$ cat src/include/qsf_pkg.sv
// qsf_pkg: shared constants for the quad switch fault logic
// assumes a 100 MHz core_clk; no bus, all control is on plain ports
package qsf_pkg;
  localparam int unsigned NUM_CH = 4;
  localparam int unsigned CLK_MHZ = 100;
  localparam int unsigned CLK_PERIOD_NS = 10;
  // standby deglitch time; no figure is given, so this is a plain default
  localparam int unsigned STBY_DEGLITCH_US = 1000;
  localparam int unsigned STBY_DEGLITCH_CYC = STBY_DEGLITCH_US * CLK_MHZ;
  localparam int unsigned SENSE_W = 8;
  // =====================================
  // sense output codes
  localparam logic [7:0] SENSE_FAULT_HIGH = 8'hFF;
  localparam logic [7:0] SENSE_ZERO = 8'h00;
  // =====================================
  // sense channel select codes
  localparam logic [1:0] SEL_CH1 = 2'h0;
  localparam logic [1:0] SEL_CH2 = 2'h1;
  localparam logic [1:0] SEL_CH3 = 2'h2;
  localparam logic [1:0] SEL_CH4 = 2'h3;
  typedef enum logic [1:0] {
    QSF_MODE_NORMAL = 2'b00,
    QSF_MODE_STANDBY = 2'b01,
    QSF_MODE_STANDBY_DIAG = 2'b10
  } qsf_mode_t;
  typedef enum logic [1:0] {
    QSF_TH_OK = 2'b00,
    QSF_TH_SHUT = 2'b01,
    QSF_TH_RETRY = 2'b10,
    QSF_TH_LATCHED = 2'b11
  } qsf_therm_t;
endpackage

$ cat src/rtl/qsf_fault_top.sv
// qsf_fault_top: fault reporting and protection control, four channels
// assumes analog flags arrive asynchronous and active high; pins are
// split into input, output and output enable, the bench resolves wires
//
// Function
// - variant a: per-channel active-low status pulled low on reportable fault.
// - variant b: global active-low alarm low when any channel faults.
// - variant b: selected faulted channel forces sense output to fault-high.
// - commanded-on channel reports overcurrent at internal or external limit.
// - overcurrent report clears by itself when overcurrent goes away.
// - on-state open load never reaches status or alarm outputs.
// - commanded-off channel with output near supply reports a fault.
// - short-to-battery and reverse polarity behave exactly as open load.
// - thermal fault state kept separately per channel.
// - overtemperature turns that channel's output off.
// - latch-select low: auto-retry, reduced limit, clear on reset temp or toggle.
// - latch-select high: latch off, clear only on command toggle.
// - latch-select falling switches thermal handling to auto-retry.
// - thermal swing turns output off, restores and clears automatically.
// - undervoltage shuts all outputs until supply recovers.
// - ground or supply loss forces every output off.
// - normal, standby, standby-diagnostics modes; standby after long low commands.
// - diagnostics disabled: outputs high impedance, protection only for on channels.
// - select 00/01/10/11 picks channel one to four for sense.
`timescale 1ns/1ps
module qsf_fault_top #(
  parameter int unsigned NUM_CH = qsf_pkg::NUM_CH,
  parameter int unsigned SENSE_W = qsf_pkg::SENSE_W,
  parameter int unsigned STBY_DEGLITCH_CYC = qsf_pkg::STBY_DEGLITCH_CYC
) (
  // clock and reset
  input wire logic core_clk,
  input wire logic resetn,
  // host pins
  input wire logic [NUM_CH-1:0] channel_command,
  input wire logic diagnostics_enable,
  input wire logic overheat_latch_choice,
  input wire logic sense_pick_msb,
  input wire logic sense_pick_lsb,
  // variant choice, a static strap: high selects the current-sense variant
  input wire logic variant_sense,
  // analog flags per channel
  input wire logic [NUM_CH-1:0] overcurrent_int,
  input wire logic [NUM_CH-1:0] overcurrent_ext,
  input wire logic [NUM_CH-1:0] offstate_near_supply,
  input wire logic [NUM_CH-1:0] overheat,
  input wire logic [NUM_CH-1:0] overheat_hys_ok,
  input wire logic [NUM_CH-1:0] overheat_clear_temperature,
  input wire logic [NUM_CH-1:0] thermal_swing,
  // global analog flags
  input wire logic supply_undervoltage,
  input wire logic ground_lost,
  input wire logic supply_lost,
  // load current per channel, already digitised
  input wire logic [NUM_CH*SENSE_W-1:0] load_current,
  // power stage
  output logic [NUM_CH-1:0] switch_on,
  output logic [NUM_CH-1:0] reduced_current_limit,
  // per-channel status, open drain
  output logic [NUM_CH-1:0] channel_alarm_n_o,
  output logic [NUM_CH-1:0] channel_alarm_n_oe,
  // global alarm, open drain
  output logic global_alarm_n_o,
  output logic global_alarm_n_oe,
  // sense output
  output logic [SENSE_W-1:0] sense_value,
  output logic sense_oe,
  // mode
  output qsf_pkg::qsf_mode_t mode
);
  localparam int unsigned FLAG_W = 7 * NUM_CH + 3;
  localparam int unsigned PIN_W = NUM_CH + 5;
  localparam int unsigned CNT_W = $clog2(STBY_DEGLITCH_CYC + 1);

  // =====================================
  // input synchronisation
  logic [FLAG_W-1:0] flag_raw, flag_s;
  logic [PIN_W-1:0] pin_raw, pin_s;
  logic [NUM_CH-1:0] oc_s, ocx_s, ol_s, ot_s, hys_s, rst_s, sw_s, cmd_s;
  logic uv_s, gl_s, sl_s, diag_s, latch_s, msb_s, lsb_s, var_s;

  assign flag_raw = {overcurrent_int, overcurrent_ext, offstate_near_supply, overheat, overheat_hys_ok,
                     overheat_clear_temperature, thermal_swing, supply_undervoltage, ground_lost, supply_lost};
  assign pin_raw = {channel_command, diagnostics_enable, overheat_latch_choice, sense_pick_msb, sense_pick_lsb,
                    variant_sense};

  qsf_sync #(.WIDTH(FLAG_W)) u_flag_sync (
    .core_clk(core_clk),
    .resetn(resetn),
    .async_in(flag_raw),
    .sync_out(flag_s)
  );
  qsf_sync #(.WIDTH(PIN_W)) u_pin_sync (
    .core_clk(core_clk),
    .resetn(resetn),
    .async_in(pin_raw),
    .sync_out(pin_s)
  );

  assign {oc_s, ocx_s, ol_s, ot_s, hys_s, rst_s, sw_s, uv_s, gl_s, sl_s} = flag_s;
  assign {cmd_s, diag_s, latch_s, msb_s, lsb_s, var_s} = pin_s;

  // =====================================
  // edge detection on sampled pins
  logic [NUM_CH-1:0] cmd_prev_q;
  logic latch_prev_q;
  logic [NUM_CH-1:0] cmd_toggle;
  logic latch_fall;

  always_ff @(posedge core_clk)
  begin
    if (!resetn)
    begin
      cmd_prev_q <= '0;
      latch_prev_q <= 1'b0;
    end
    else
    begin
      cmd_prev_q <= cmd_s;
      latch_prev_q <= latch_s;
    end
  end

  assign cmd_toggle = cmd_s ^ cmd_prev_q;
  assign latch_fall = latch_prev_q && !latch_s;

  // =====================================
  // global protection
  // undervoltage, ground and supply loss each override every command
  logic global_kill;
  assign global_kill = uv_s || gl_s || sl_s;

  // =====================================
  // per-channel fault handling
  logic [NUM_CH-1:0] therm_off, therm_fault, chan_fault, gate_d;
  logic [NUM_CH-1:0] switch_on_q, rcl_q;
  logic [NUM_CH-1:0] therm_rcl;

  for (genvar ch = 0; ch < NUM_CH; ch++)
  begin : g_ch
    // protection runs only while commanded on when diagnostics are off
    logic prot_active;
    logic oc_fault, ol_fault;
    assign prot_active = diag_s || cmd_s[ch];

    qsf_therm u_therm (
      .core_clk(core_clk),
      .resetn(resetn),
      .overheat(ot_s[ch] && prot_active),
      .overheat_hys_ok(hys_s[ch]),
      .overheat_clear_temperature(rst_s[ch]),
      .swing(sw_s[ch] && prot_active),
      .latch_mode(latch_s),
      .latch_fall(latch_fall),
      .cmd_toggle(cmd_toggle[ch]),
      .gate_off(therm_off[ch]),
      .reduced_current_limit(therm_rcl[ch]),
      .therm_fault(therm_fault[ch])
    );

    // overcurrent is combinational on live flags, so it clears itself
    assign oc_fault = cmd_s[ch] && (oc_s[ch] || ocx_s[ch]);
    // comparator also fires for short-to-battery and reverse polarity
    assign ol_fault = !cmd_s[ch] && ol_s[ch];
    // on-state open load has no flag input here, so it never reaches the alarms
    assign chan_fault[ch] = oc_fault || ol_fault || therm_fault[ch];
    assign gate_d[ch] = cmd_s[ch] && !therm_off[ch] && !global_kill;
  end

  always_ff @(posedge core_clk)
  begin
    if (!resetn)
    begin
      switch_on_q <= '0;
      rcl_q <= '0;
    end
    else
    begin
      switch_on_q <= gate_d;
      rcl_q <= therm_rcl;
    end
  end

  assign switch_on = switch_on_q;
  assign reduced_current_limit = rcl_q;

  // =====================================
  // working mode
  logic [CNT_W-1:0] idle_cnt_q, idle_cnt_d;
  qsf_pkg::qsf_mode_t mode_q, mode_d;
  logic all_low, idle_done;

  assign all_low = cmd_s == '0;
  assign idle_done = idle_cnt_q == CNT_W'(STBY_DEGLITCH_CYC);
  assign idle_cnt_d = !all_low ? '0 : (idle_done ? idle_cnt_q : idle_cnt_q + CNT_W'(1));

  always_comb
  begin
    mode_d = mode_q;
    case (mode_q)
      qsf_pkg::QSF_MODE_NORMAL:
        if (idle_done)
          mode_d = diag_s ? qsf_pkg::QSF_MODE_STANDBY_DIAG : qsf_pkg::QSF_MODE_STANDBY;
      qsf_pkg::QSF_MODE_STANDBY:
        if (!all_low)
          mode_d = qsf_pkg::QSF_MODE_NORMAL;
        else if (diag_s)
          mode_d = qsf_pkg::QSF_MODE_STANDBY_DIAG;
      qsf_pkg::QSF_MODE_STANDBY_DIAG:
        if (!all_low)
          mode_d = qsf_pkg::QSF_MODE_NORMAL;
        else if (!diag_s)
          mode_d = qsf_pkg::QSF_MODE_STANDBY;
      default:
        mode_d = qsf_pkg::QSF_MODE_NORMAL;
    endcase
  end

  always_ff @(posedge core_clk)
  begin
    if (!resetn)
    begin
      idle_cnt_q <= '0;
      mode_q <= qsf_pkg::QSF_MODE_NORMAL;
    end
    else
    begin
      idle_cnt_q <= idle_cnt_d;
      mode_q <= mode_d;
    end
  end

  assign mode = mode_q;

  // =====================================
  // reporting outputs
  // standby without diagnostics also leaves every report floating
  logic report_en;
  logic [1:0] pick;
  logic [SENSE_W-1:0] picked_current;
  logic picked_fault;
  logic [NUM_CH-1:0] alarm_oe_q;
  logic global_oe_q;
  logic [SENSE_W-1:0] sense_q;
  logic sense_oe_q;

  assign report_en = diag_s && mode_q != qsf_pkg::QSF_MODE_STANDBY;
  assign pick = {msb_s, lsb_s};
  assign picked_current = pick == qsf_pkg::SEL_CH1 ? load_current[0*SENSE_W +: SENSE_W]
                        : pick == qsf_pkg::SEL_CH2 ? load_current[1*SENSE_W +: SENSE_W]
                        : pick == qsf_pkg::SEL_CH3 ? load_current[2*SENSE_W +: SENSE_W]
                        : load_current[3*SENSE_W +: SENSE_W];
  assign picked_fault = chan_fault[pick];

  always_ff @(posedge core_clk)
  begin
    if (!resetn)
    begin
      alarm_oe_q <= '0;
      global_oe_q <= 1'b0;
      sense_q <= qsf_pkg::SENSE_ZERO;
      sense_oe_q <= 1'b0;
    end
    else
    begin
      alarm_oe_q <= (report_en && !var_s) ? chan_fault : '0;
      global_oe_q <= report_en && var_s && (chan_fault != '0);
      sense_q <= picked_fault ? qsf_pkg::SENSE_FAULT_HIGH
               : (cmd_s[pick] ? picked_current : qsf_pkg::SENSE_ZERO);
      sense_oe_q <= report_en && var_s;
    end
  end

  // open drain alarms only ever drive low; sense drives both levels
  assign channel_alarm_n_o = '0;
  assign channel_alarm_n_oe = alarm_oe_q;
  assign global_alarm_n_o = 1'b0;
  assign global_alarm_n_oe = global_oe_q;
  assign sense_value = sense_q;
  assign sense_oe = sense_oe_q;
endmodule

$ cat src/rtl/qsf_sync.sv
// qsf_sync: two flip-flop synchroniser for a vector of levels
// assumes async inputs; reset value is zero
`timescale 1ns/1ps
module qsf_sync #(
  parameter int unsigned WIDTH = 1
) (
  // clock and reset
  input wire logic core_clk,
  input wire logic resetn,
  // data
  input wire logic [WIDTH-1:0] async_in,
  output logic [WIDTH-1:0] sync_out
);
  logic [WIDTH-1:0] meta_q;
  always_ff @(posedge core_clk)
  begin
    if (!resetn)
    begin
      meta_q <= '0;
      sync_out <= '0;
    end
    else
    begin
      meta_q <= async_in;
      sync_out <= meta_q;
    end
  end
endmodule

$ cat src/rtl/qsf_therm.sv
// qsf_therm: per-channel thermal shutdown and thermal swing handling
// assumes synchronised flags and a one-cycle command toggle pulse
`timescale 1ns/1ps
module qsf_therm (
  // clock and reset
  input wire logic core_clk,
  input wire logic resetn,
  // conditions
  input wire logic overheat,
  input wire logic overheat_hys_ok,
  input wire logic overheat_clear_temperature,
  input wire logic swing,
  input wire logic latch_mode,
  input wire logic latch_fall,
  input wire logic cmd_toggle,
  // results
  output logic gate_off,
  output logic reduced_current_limit,
  output logic therm_fault
);
  qsf_pkg::qsf_therm_t st_q, st_d;
  logic fault_q, fault_d;
  logic swing_q;

  // =====================================
  // shutdown state
  always_comb
  begin
    st_d = st_q;
    case (st_q)
      qsf_pkg::QSF_TH_OK:
        if (overheat)
          st_d = latch_mode ? qsf_pkg::QSF_TH_LATCHED : qsf_pkg::QSF_TH_SHUT;
      qsf_pkg::QSF_TH_SHUT:
        if (latch_mode && !overheat)
          st_d = qsf_pkg::QSF_TH_LATCHED;
        else if (overheat_hys_ok)
          st_d = qsf_pkg::QSF_TH_RETRY;
      qsf_pkg::QSF_TH_RETRY:
        if (overheat)
          st_d = latch_mode ? qsf_pkg::QSF_TH_LATCHED : qsf_pkg::QSF_TH_SHUT;
        else if (cmd_toggle || overheat_clear_temperature)
          st_d = qsf_pkg::QSF_TH_OK;
      qsf_pkg::QSF_TH_LATCHED:
        if (cmd_toggle)
          st_d = qsf_pkg::QSF_TH_OK;
        else if (latch_fall)
          st_d = qsf_pkg::QSF_TH_SHUT;
      default:
        st_d = qsf_pkg::QSF_TH_OK;
    endcase
  end

  // fault report: set wins over clear in the same cycle
  always_comb
  begin
    fault_d = fault_q;
    if ((cmd_toggle || (!latch_mode && overheat_clear_temperature)) && st_q != qsf_pkg::QSF_TH_SHUT)
      fault_d = 1'b0;
    if (overheat)
      fault_d = 1'b1;
  end

  always_ff @(posedge core_clk)
  begin
    if (!resetn)
    begin
      st_q <= qsf_pkg::QSF_TH_OK;
      fault_q <= 1'b0;
      swing_q <= 1'b0;
    end
    else
    begin
      st_q <= st_d;
      fault_q <= fault_d;
      swing_q <= swing;
    end
  end

  // swing fault self clears once the flag drops below hysteresis
  assign gate_off = overheat || swing || st_q == qsf_pkg::QSF_TH_SHUT || st_q == qsf_pkg::QSF_TH_LATCHED;
  assign reduced_current_limit = st_q == qsf_pkg::QSF_TH_RETRY;
  assign therm_fault = fault_q || swing_q;
endmodule

$ cat config.mk
export PLATFORM = sky130hd
export DESIGN_NAME = qsf_fault_top
export DESIGN_NICKNAME = d
export VERILOG_FILES = /design/src/include/qsf_pkg.sv /design/src/rtl/qsf_fault_top.sv /design/src/rtl/qsf_sync.sv /design/src/rtl/qsf_therm.sv
export SDC_FILE = /design/constraint.sdc
export NUM_CORES = 1
export LEC_CHECK = 0
export BUFFER_PORTS_ARGS = -buffer_cell sky130_fd_sc_hd__buf_2
export CAP_MARGIN = 10
export CORE_MARGIN = 5
export CORE_UTILIZATION = 35
export CTS_CLUSTER_DIAMETER = 40
export CTS_CLUSTER_SIZE = 20
export DETAILED_ROUTE_END_ITERATION = 8
export PLACE_DENSITY_LB_ADDON = 0.15
export SYNTH_ARGS = -nofsm -noshare
export SYNTH_HDL_FRONTEND = slang
export SYNTH_HIERARCHICAL = 1
export SYNTH_SLANG_ARGS = --single-unit
$ cat constraint.sdc
create_clock -name core_clk -period 1.6 [get_ports core_clk]
set_input_delay 0 -clock core_clk [delete_from_list [all_inputs] [get_ports core_clk]]
set_output_delay 0 -clock core_clk [all_outputs]
set_load 0.1 [all_outputs]
==> results of run 1 <==
==> synthesized netlist by cell type (all sizes together) (9+ instances only) <==
| library cell | count |
|---|---|
| dfxtp | 142 |
| and2 | 96 |
| a21oi | 23 |
| nand2 | 21 |
| inv | 20 |
| nor2 | 15 |
| nand3 | 12 |
| buf | 11 |
| clkbuf | 10 |
| mux4 | 10 |
| o21ai | 9 |
==> power breakdown <==
part	internal [W]	switching, W
Combinational	0.000354	0.000443
Clock	0.00232	0.00135
Sequential	0.00367	0.0000574
Total	0.00634	0.00185
==> metal layers <==
layer	share of wire (%)	GRT usage (%)	up-vias
li1	-	-	1995
met1	47	17.0	1836
met2	45	21.6	105
met3	6.3	4.94	17
met4	1.5	4.50	0
met5	0	0	-
==> how the worst max path moves through the flow <==
stage	to	startpoint	cells after the start	slack [ns]
floorplan	sense_value[0]	g_ch[1].u_therm/fault_q	5	-0.02
global placement	sense_value[3]	g_ch[3].u_therm/fault_q	5	-0.08
detailed placement	sense_value[5]	g_ch[1].u_therm/fault_q	5	-0.13
CTS	sense_value[5]	g_ch[1].u_therm/fault_q	5	-0.13
global route	sense_value[7]	g_ch[1].u_therm/fault_q	5	-0.19
finish	sense_value[4]	g_ch[1].u_therm/fault_q	5	-0.12
==> tightest hold or removal path, delay by kind of cell <==
| kind | cells | cell delay [ns] |
|---|---|---|
| buf+inv | 3 | 0.35 |
| compound gates | 1 | 0.04 |
==> layout by cell type, fill, tap and decap left out, types with 5 or more instances in the layout <==
cell,netlist,layout
and2_2,77,77
buf_4,5,34
nor2b_1,5,5
a31oi_1,6,6
o21a_1,8,8
nor2_1,15,15
and2_1,19,19
mux4_2,9,9
dlygate4sd3_1,0,40
nand3_1,12,12
nand2b_1,6,6
clkbuf_1,3,6
clkbuf_16,0,17
o211ai_1,8,8
buf_2,0,97
conb_1,1,5
a21oi_1,23,22
inv_1,19,19
clkinv_2,0,6
nand2_1,21,20
xor2_1,8,8
o21ai_0,6,6
dfxtp_1,142,138
or3_1,5,5
==> repair_timing <==
item	in CTS	in global routing
pin swaps	0	1
cloned	0	0
buffers inserted	1	2
endpoints found under the hold margin	40	0
hold buffers	40	0
gates resized for setup	2	18
setup endpoints to repair	8	30
==> kinds of logic (layout without fill, tap and decap cells) <==
| logic type | Yosys count | in the layout | synth area share, % |
|---|---|---|---|
| AOI/OAI and AO/OA | 73 | 73 | 9.39 |
| xor gates and xnor gates | 12 | 12 | 2.00 |
| adders and majority gates | 2 | 2 | 0.475 |
| buffers and inverters | 41 | 225 | 4.30 |
| DFF | 142 | 142 | 54.0 |
| muxes | 12 | 12 | 4.73 |
| other | 1 | 5 | 0.0713 |
| and+or+nand+nor | 201 | 201 | 25.0 |
==> flip-flops by register name, summed over array words and instances, names as in the netlist, 8 cells and up <==
| signal | cells |
|---|---|
| g_ch.u_therm/st_q | 8 |
| idle_cnt_q | 17 |
| sense_value | 8 |
| u_flag_sync/meta_q | 31 |
| u_flag_sync/sync_out | 31 |
| u_pin_sync/meta_q | 9 |
| u_pin_sync/sync_out | 9 |
==> layout make-up <==
cell class	instances	area (um2)
fill	1368	7460
tap	184	230
timing repair buffer	173	1180
clock buffer	24	462
inverter	20	75.1
multi-input combinational	305	2300
sequential	142	2850
clock inverter	8	90.1
==> per-stage QoR <==
| stage | setup slack (ns) | utilization, % |
|---|---|---|
| 6_report | -0.117 | 49.1 |
| 2_1_floorplan | -0.0226 | - |
| 5_1_grt | -0.186 | 49.1 |
| 4_1_cts | -0.134 | 48.4 |
| 3_5_place_dp | -0.127 | 41.8 |
| 3_3_place_gp | -0.0800 | 41.8 |
==> metrics.md, run 1 <==
| Metric | Value |
|---|---|
| EDFF count, synth | `0` |
| CP max stage cell | `or4b_4` |
| Synth Warn # | `6` |
| Port bufs | `97` |
| FF+latch count, synth | `142` |
| Die X | `133 um` |
| Share of the synthesized area in the top cell type | `54.0%` |
| Min-Delay Path Depth | `4` |
| Largest net degree at the start of global routing | `110` |
| # setup viols final | `8` |
| Final hold violation count | `0` |
| Post-route minimum period | `1.72 ns` |
| Crit. End Element | `flip-flop` |
| Post-DP Area | `6110 um2` |
| H-tree levels | `4` |
| Vias in the first global route | `3986` |
| GR Overflow Total | `0` |
| Status | `finished, violations left` |
| Area contributors post-synth | `dfxtp_1 (54%), and2_2 (11%), mux4_2 (3.9%)` |
| Cell variety after synth | `51` |
| Slew Viols, Final | `0` |
| Critical Path Source Type | `flip-flop` |
| Initial DRC count | `120` |
| CTS sink count | `142` |
| Vias | `3953` |
| Non-Filler Instances | `856` |
| R2R depth | `5` |
| Reg clk slew, reported paths | `0.05 ns` |
| Critical Path AT | `2.01 ns` |
| Sequential area share after synthesis | `54.0%` |
| Power Dens Cells | `1140 nW/um2` |
| Leak | `3.09 nW` |
| Die Span Y | `133 um` |
| RSZ-0062 raised after global routing | `true` |
| TritonCTS clock tree | `built` |
| Post-route cell area | `7180 um2` |
| GP Congestion | `0.763` |
| Max-cap violation count | `0` |
| Reg2Reg Launch Point | `g_ch[1].u_therm/fault_q` |
| Max VDD drop | `775 uV` |
| Share of cells above drive strength 1 | `40.3%` |
| Async set-or-reset flop fraction in the synthesized netlist | `0%` |
| Initial core utilization | `35.9%` |
| Ys flop type | `dfxtp_1` |
| Synthesized area per cell | `10.9 um2` |
| CORE AREA | `14600 um2` |
| Clock skew | `0.00596 ns` |
| Row cnt | `44` |
| Total power | `0.00819 W` |
| P&R area growth vs syn | `36.5%` |
| Data required, critical path | `1.89 ns` |
| Fin Hold WS | `0.0384 ns` |
| Post-Route Setup TNS | `-0.846 ns` |
| Post-DRT Antenna Nets | `0` |
| Aggregate global-route resource usage | `13.5%` |
| Crit Path Class | `flip-flop to flip-flop` |
| Worst-skew pair later-pin latency | `0.41 ns` |
| Final WL | `11.6 mm` |
| CTS buffer count | `17` |
| Placed instance count | `781` |
| WL/cell | `13.6 um` |
| Cells after Synth | `484` |
| Initial antenna violation count | `0` |
| Drt pass-1 iters | `4` |
| Final Cycle Share | `107%` |
| Largest stage delay on the critical path | `0.50 ns` |
| Worst reg2reg setup slack | `-0.12 ns` |
| Violated checks | `negative setup slack` |
| CTS max path bufs | `2` |
| Largest area contributor in the netlist | `dfxtp_1` |
| Post-Synthesis Cell Area | `5260 um2` |
| Worst-path fanout max | `8` |
| Highest Clock Rate | `583 MHz` |
| Final-stage net count | `735` |
| N_diodes | `0` |
| Hold Path Class | `input pin to flip-flop` |
| Final WS setup | `-0.117 ns` |
| CTS root buf | `clkbuf_16` |
| # DRC | `0` |
| End of the worst hold path | `sense_value[5]` |
| Hpwl dp | `8.33 mm` |
| Crit path buffers/inverters | `0` |
| DR vias/cell | `4.62` |
| Worst-path cell chain | `or2_1, or4b_4, o31ai_4, mux4_2, a21oi_1` |
| FF-to-FF End | `sense_value[4]` |
| Ports | `103` |
| Wire length of the first global-routing pass | `19.2 mm` |
| Worst path top cell family by delay | `simple AND/OR/NAND/NOR gates` |
| Hold Startpoint | `resetn` |
| Die Area | `17600 um2` |
No activity file was read; power rests on OpenSTA's default activity.
==> run 2, diff against run 1 <==
--- a/config.mk
+++ b/config.mk
@@ -8,11 +8,11 @@
 export BUFFER_PORTS_ARGS = -buffer_cell sky130_fd_sc_hd__buf_2
 export CAP_MARGIN = 10
 export CORE_MARGIN = 5
-export CORE_UTILIZATION = 35
+export CORE_UTILIZATION = 43
 export CTS_CLUSTER_DIAMETER = 40
 export CTS_CLUSTER_SIZE = 20
 export DETAILED_ROUTE_END_ITERATION = 8
-export PLACE_DENSITY_LB_ADDON = 0.15
+export PLACE_DENSITY_LB_ADDON = 0.12
 export SYNTH_ARGS = -nofsm -noshare
 export SYNTH_HDL_FRONTEND = slang
 export SYNTH_HIERARCHICAL = 1
==> metrics.md, run 2 (same netlist as run 1, synthesis figures left out) <==
| Metric | Value |
|---|---|
| Status | `finished, violations left (unchanged)` |
| Violated checks | `negative setup slack (unchanged)` |
| Post-route minimum period | `1.74 ns (was 1.72 ns)` |
| Data required, critical path | `1.89 ns (about the same)` |
| # setup viols final | `8 (unchanged)` |
| Hold Path Class | `input pin to flip-flop (unchanged)` |
| TritonCTS clock tree | `built (unchanged)` |
| CTS root buf | `clkbuf_16 (unchanged)` |
| Post-DRT Antenna Nets | `0 (unchanged)` |
| Worst-path fanout max | `8 (unchanged)` |
| CORE AREA | `12000 um2 (was 14600 um2)` |
| CTS sink count | `142 (unchanged)` |
| H-tree levels | `4 (unchanged)` |
| Max-cap violation count | `0 (unchanged)` |
| Leading cell types in the layout, fill and taps excluded | `dfxtp_1 (139), buf_2 (97), and2_2 (77) (was dfxtp_1 (138), buf_2 (97), and2_2 (77))` |
| Worst-path cell chain | `or2_1, or4b_1, o31ai_2, mux4_2, a21oi_1 (was or2_1, or4b_4, o31ai_4, mux4_2, a21oi_1)` |
| Reg clk slew, reported paths | `0.05 ns (about the same)` |
| N_diodes | `0 (unchanged)` |
| CTS buffer count | `17 (unchanged)` |
| Hpwl dp | `7.73 mm (was 8.33 mm)` |
| Initial core utilization | `43.8% (was 35.9%)` |
| Final WL | `11.4 mm (was 11.6 mm)` |
| Largest stage delay on the critical path | `0.51 ns (was 0.50 ns)` |
| Wire length of the first global-routing pass | `18.7 mm (was 19.2 mm)` |
| GR Overflow Total | `0 (unchanged)` |
| Hold Startpoint | `load_current[4] (was resetn)` |
| Final Cycle Share | `109% (was 107%)` |
| Die X | `121 um (was 133 um)` |
| DR vias/cell | `4.86 (was 4.62)` |
| Row cnt | `40 (was 44)` |
| Die Span Y | `121 um (was 133 um)` |
| Fin Hold WS | `0.104 ns (was 0.0384 ns)` |
| Crit Path Class | `flip-flop to flip-flop (unchanged)` |
| Post-Route Setup TNS | `-1.07 ns (was -0.846 ns)` |
| Aggregate global-route resource usage | `16.3% (was 13.5%)` |
| Min-Delay Path Depth | `4 (unchanged)` |
| Power Dens Cells | `1160 nW/um2 (was 1140 nW/um2)` |
| Initial antenna violation count | `0 (unchanged)` |
| Ports | `103 (unchanged)` |
| Largest net degree at the start of global routing | `110 (unchanged)` |
| # DRC | `0 (unchanged)` |
| Clock skew | `0.00376 ns (was 0.00596 ns)` |
| Worst reg2reg setup slack | `-0.14 ns (was -0.12 ns)` |
| Vias in the first global route | `3910 (was 3986)` |
| CP max stage cell | `or4b_1 (was or4b_4)` |
| Highest Clock Rate | `575 MHz (was 583 MHz)` |
| P&R area growth vs syn | `34.8% (was 36.5%)` |
| End of the worst hold path | `sense_value[4] (was sense_value[5])` |
| Slew Viols, Final | `0 (unchanged)` |
| Port bufs | `97 (unchanged)` |
| Critical Path Source Type | `flip-flop (unchanged)` |
| FF-to-FF End | `sense_value[5] (was sense_value[4])` |
| WL/cell | `14.1 um (was 13.6 um)` |
| RSZ-0062 raised after global routing | `true (unchanged)` |
| Final-stage net count | `730 (was 735)` |
| Regs by FF count | `u_flag_sync/meta_q x31, u_flag_sync/sync_out x31, idle_cnt_q x17 (unchanged)` |
| Initial DRC count | `111 (was 120)` |
| Final WS setup | `-0.141 ns (was -0.117 ns)` |
| Vias | `3956 (was 3953)` |
| Die Area | `14600 um2 (was 17600 um2)` |
| CTS max path bufs | `2 (unchanged)` |
| Reg2Reg Launch Point | `g_ch[0].u_therm/fault_q (was g_ch[1].u_therm/fault_q)` |
| Share of cells above drive strength 1 | `39.1% (was 40.3%)` |
| Drt pass-1 iters | `4 (unchanged)` |
| Crit. End Element | `flip-flop (unchanged)` |
| Critical Path AT | `2.03 ns (was 2.01 ns)` |
| Final hold violation count | `0 (unchanged)` |
| Post-route cell area | `7100 um2 (was 7180 um2)` |
| GP Congestion | `0.819 (was 0.763)` |
| Post-DP Area | `6020 um2 (was 6110 um2)` |
| R2R depth | `5 (unchanged)` |
| Max VDD drop | `605 uV (was 775 uV)` |
| Most common cell after layout, fill and taps aside | `dfxtp_1 (unchanged)` |
| Worst-skew pair later-pin latency | `0.41 ns (about the same)` |
| Leak | `3.06 nW (was 3.09 nW)` |
==> run 2: cell types whose count changed in the layout (fill, tap and decap cells not counted), sizes merged <==
cell / before / now
buf: 133 / 127
clkinv: 6 / 1
clkbuf: 24 / 28
clkinvlp: 0 / 2
bufinv: 2 / 1
dlygate4sd3: 40 / 41
==> run 2: worst max path at each step <==
stage	to	startpoint	depth (start not counted)	slack [ns]
floorplan	sense_value[0]	g_ch[1].u_therm/fault_q	5	-0.02
global placement	sense_value[6]	g_ch[1].u_therm/fault_q	5	-0.13
detailed placement	sense_value[0]	g_ch[1].u_therm/fault_q	5	-0.18
CTS	sense_value[1]	g_ch[1].u_therm/fault_q	5	-0.14
global route	sense_value[6]	g_ch[0].u_therm/fault_q	5	-0.21
finish	sense_value[5]	g_ch[0].u_therm/fault_q	5	-0.14
==> run 2: cell type report <==
cell class / count / area, um2
Timing Repair Buffer: 168 / 1150
Sequential cell: 142 / 2850
Multi-Input combinational cell: 305 / 2270
Clock inverter: 4 / 50.0
Tap cell: 147 / 184
Inverter: 20 / 75.1
Clock buffer: 28 / 527
Fill cell: 1003 / 4920
==> run 2: layer usage <==
| layer | share of wire [%] | wire, um | track usage (%) |
|---|---|---|---|
| met2 | 47 | 5410 | 27.4 |
| met1 | 44 | 5080 | 19.4 |
| met3 | 6.3 | 716 | 4.63 |
| met4 | 2.0 | 233 | 7.08 |
| met5 | 0 | 0 | 0 |
==> run 2: repair_timing <==
action,CTS,global route
setup endpoints to repair,8,28
hold endpoints to repair,48,0
hold buffers,41,0
setup buffers,1,2
resized for setup,3,11
==> run 2: power breakdown <==
group	switching, W	leakage (nW)	internal, W
Combinational	0.000445	1.62	0.000348
Sequential	0.0000550	1.17	0.00367
Clock	0.00134	0.277	0.00238
Total	0.00184	3.06	0.00640
==> run 2: per-stage QoR <==
stage | util [%] | std cells | setup slack (ns) | power, W
final | 59.1 | 814 | -0.141 | 0.00825
after global routing | 59.1 | 814 | -0.213 | 0.00857
after CTS | 58.6 | 812 | -0.141 | 0.00833
after detailed placement | 50.1 | 738 | -0.176 | 0.00450
after global placement | 50.1 | 738 | -0.127 | 0.00448
after floorplan | - | 488 | -0.0226 | 0.00428
==> run 2: critical path, delay by kind of cell, from the launching register on <==
kind | cells | cell delay, ns
AO/OA/AOI/OAI | 2 | 0.19
AND/OR/NAND/NOR | 2 | 0.74
multiplexers | 1 | 0.39
flip-flops | 1 | 0.31
==> run 3, diff against run 2 <==
--- a/config.mk
+++ b/config.mk
@@ -12,7 +12,9 @@
 export CTS_CLUSTER_DIAMETER = 40
 export CTS_CLUSTER_SIZE = 20
 export DETAILED_ROUTE_END_ITERATION = 8
+export GPL_ROUTABILITY_DRIVEN = 0
 export PLACE_DENSITY_LB_ADDON = 0.12
+export RECOVER_POWER = 25
 export SYNTH_ARGS = -nofsm -noshare
 export SYNTH_HDL_FRONTEND = slang
 export SYNTH_HIERARCHICAL = 1
==> metrics.md, run 3 (same netlist as run 1, synthesis figures left out) <==
| Metric | Value |
|---|---|
| Die X | `121 um (unchanged)` |
| Die Area | `14600 um2 (unchanged)` |
| Slew Viols, Final | `0 (unchanged)` |
| Row cnt | `40 (unchanged)` |
| Drt pass-1 iters | `4 (unchanged)` |
| Largest net degree at the start of global routing | `110 (unchanged)` |
| N_diodes | `0 (unchanged)` |
| GR Overflow Total | `0 (unchanged)` |
| Reg power frac | `45.2% (about the same)` |
| Critical Path AT | `2.03 ns (about the same)` |
| Die Span Y | `121 um (unchanged)` |
| Highest Clock Rate | `575 MHz (unchanged)` |
| Violated checks | `negative setup slack (unchanged)` |
| Reg clk slew, reported paths | `0.05 ns (about the same)` |
| Hpwl dp | `7.73 mm (unchanged)` |
| # DRC | `0 (unchanged)` |
| Post-route minimum period | `1.74 ns (unchanged)` |
| Ports | `103 (unchanged)` |
| CTS buffer count | `17 (unchanged)` |
| Final-stage net count | `730 (unchanged)` |
| WL/cell | `14.1 um (about the same)` |
| Final Cycle Share | `109% (unchanged)` |
| Final WS setup | `-0.141 ns (unchanged)` |
| # setup viols final | `8 (unchanged)` |
| Wire length of the first global-routing pass | `18.7 mm (unchanged)` |
| Clock Power Share | `45.2% (about the same)` |
| Initial core utilization | `43.8% (unchanged)` |
| Worst-skew pair later-pin latency | `0.41 ns (about the same)` |
| Port bufs | `97 (unchanged)` |
| Crit. End Element | `flip-flop (unchanged)` |
| Leak | `3.05 nW (was 3.06 nW)` |
| Filler cell count | `1002 (was 1003)` |
| CTS sink count | `142 (unchanged)` |
| Initial DRC count | `111 (unchanged)` |
| CTS root buf | `clkbuf_16 (unchanged)` |
| Vias in the first global route | `3910 (unchanged)` |
| Sw Pwr | `0.00184 W (about the same)` |
| DR vias/cell | `4.86 (unchanged)` |
| FF-to-FF End | `sense_value[5] (unchanged)` |
| Min-Delay Path Depth | `4 (unchanged)` |
| Comb pwr share | `9.6% (about the same)` |
| Final WL | `11.4 mm (about the same)` |
| Crit Path Class | `flip-flop to flip-flop (unchanged)` |
| Critical Path Source Type | `flip-flop (unchanged)` |
| TritonCTS clock tree | `built (unchanged)` |
| Max VDD drop | `605 uV (unchanged)` |
| Placed instance count | `738 (unchanged)` |
| Vias | `3956 (unchanged)` |
| Worst reg2reg setup slack | `-0.14 ns (about the same)` |
| Worst-path fanout max | `8 (unchanged)` |
| Clock skew | `0.00376 ns (unchanged)` |
| RSZ-0062 raised after global routing | `true (unchanged)` |
| R2R depth | `5 (unchanged)` |
| Non-Filler Instances | `814 (unchanged)` |
| P&R area growth vs syn | `34.8% (about the same)` |
| Data required, critical path | `1.89 ns (about the same)` |
| Regs by FF count | `u_flag_sync/meta_q x31, u_flag_sync/sync_out x31, idle_cnt_q x17 (unchanged)` |
| Leading cell types in the layout, fill and taps excluded | `dfxtp_1 (139), buf_2 (96), and2_2 (77) (was dfxtp_1 (139), buf_2 (97), and2_2 (77))` |
| H-tree levels | `4 (unchanged)` |
| Reg2Reg Launch Point | `g_ch[0].u_therm/fault_q (unchanged)` |
| CORE AREA | `12000 um2 (unchanged)` |
| CTS max path bufs | `2 (unchanged)` |
| Hold Path Class | `input pin to flip-flop (unchanged)` |
| Max-cap violation count | `0 (unchanged)` |
| Post-DRT Antenna Nets | `0 (unchanged)` |
| End of the worst hold path | `sense_value[4] (unchanged)` |
| Initial antenna violation count | `0 (unchanged)` |
| Aggregate global-route resource usage | `16.3% (unchanged)` |
| Power Dens Cells | `1160 nW/um2 (about the same)` |
| Hold Startpoint | `load_current[4] (unchanged)` |
| Most common cell after layout, fill and taps aside | `dfxtp_1 (unchanged)` |
| Sw Ratio | `22.4% (about the same)` |
| Share of cells above drive strength 1 | `39.0% (was 39.1%)` |
| Internal power | `0.00640 W (about the same)` |
| Final hold violation count | `0 (unchanged)` |
| Status | `finished, violations left (unchanged)` |
| Post-Route Setup TNS | `-1.07 ns (about the same)` |
-- run 3: cell count changes in the layout (fill, tap and decap cells not counted), sizes merged --
cell    delta
buf        -1
clkbuf     +1
-- run 3: metal layers --
layer,GRT usage (%),wire [um],vias to the layer above
met3,4.63,716,21
li1,-,-,1986
met4,7.08,233,0
met2,27.4,5410,118
met5,0,0,-
met1,19.4,5080,1831
-- run 3: metrics by stage --
step | hold slack [ns] | area [um2] | power (W) | worst slack, ns | util [%]
2_1_floorplan | 0.127 | 5280 | 0.00428 | -0.0226 | -
3_3_place_gp | 0.219 | 6020 | 0.00448 | -0.127 | 50.1
3_5_place_dp | 0.223 | 6020 | 0.00450 | -0.176 | 50.1
4_1_cts | 0.0880 | 7030 | 0.00833 | -0.141 | 58.6
5_1_grt | 0.105 | 7090 | 0.00857 | -0.213 | 59.1
6_report | 0.104 | 7090 | 0.00825 | -0.141 | 59.1
-- run 3: area by class of cell --
class	instances	area (um2)	share of cell area [%]
clock buffer	28	527	7.43
clock inverter	4	50.0	0.705
inverter	20	75.1	1.06
multi-input combinational	305	2270	32.0
sequential	142	2850	40.1
tap	147	184	2.59
timing repair buffer	168	1140	16.1
-- run 3: how the worst max path moves through the flow --
stage / endpoint / slack [ns] / startpoint
after detailed placement: sense_value[0] / -0.18 / g_ch[1].u_therm/fault_q
final: sense_value[5] / -0.14 / g_ch[0].u_therm/fault_q
after floorplan: sense_value[0] / -0.02 / g_ch[1].u_therm/fault_q
after global placement: sense_value[6] / -0.13 / g_ch[1].u_therm/fault_q
after CTS: sense_value[1] / -0.14 / g_ch[1].u_therm/fault_q
after global routing: sense_value[6] / -0.21 / g_ch[0].u_therm/fault_q
-- run 3: critical path, cell delays in order, from the launching register on --
cell and delay (ns):
dfxtp_1 0.31, or2_1 0.23, or4b_1 0.51, o31ai_2 0.10, mux4_2 0.39, a21oi_1 0.09
-- run 3: what timing repair did --
action                                 4_1_cts  5_1_grt
buffers inserted                             1        2
hold buffers                                41        0
setup endpoints to repair                    8       28
endpoints found under the hold margin       48        0
resized for setup                            3       11
-- run 3: power groups by stage --
stage | Clock [W] | Combinational (W) | Sequential (W)
after floorplan | 0 | 0.000341 | 0.00394
after global placement | 0 | 0.000684 | 0.00380
after detailed placement | 0 | 0.000694 | 0.00380
after CTS | 0.00382 | 0.000782 | 0.00373
after global routing | 0.00398 | 0.000854 | 0.00374
final | 0.00373 | 0.000792 | 0.00373
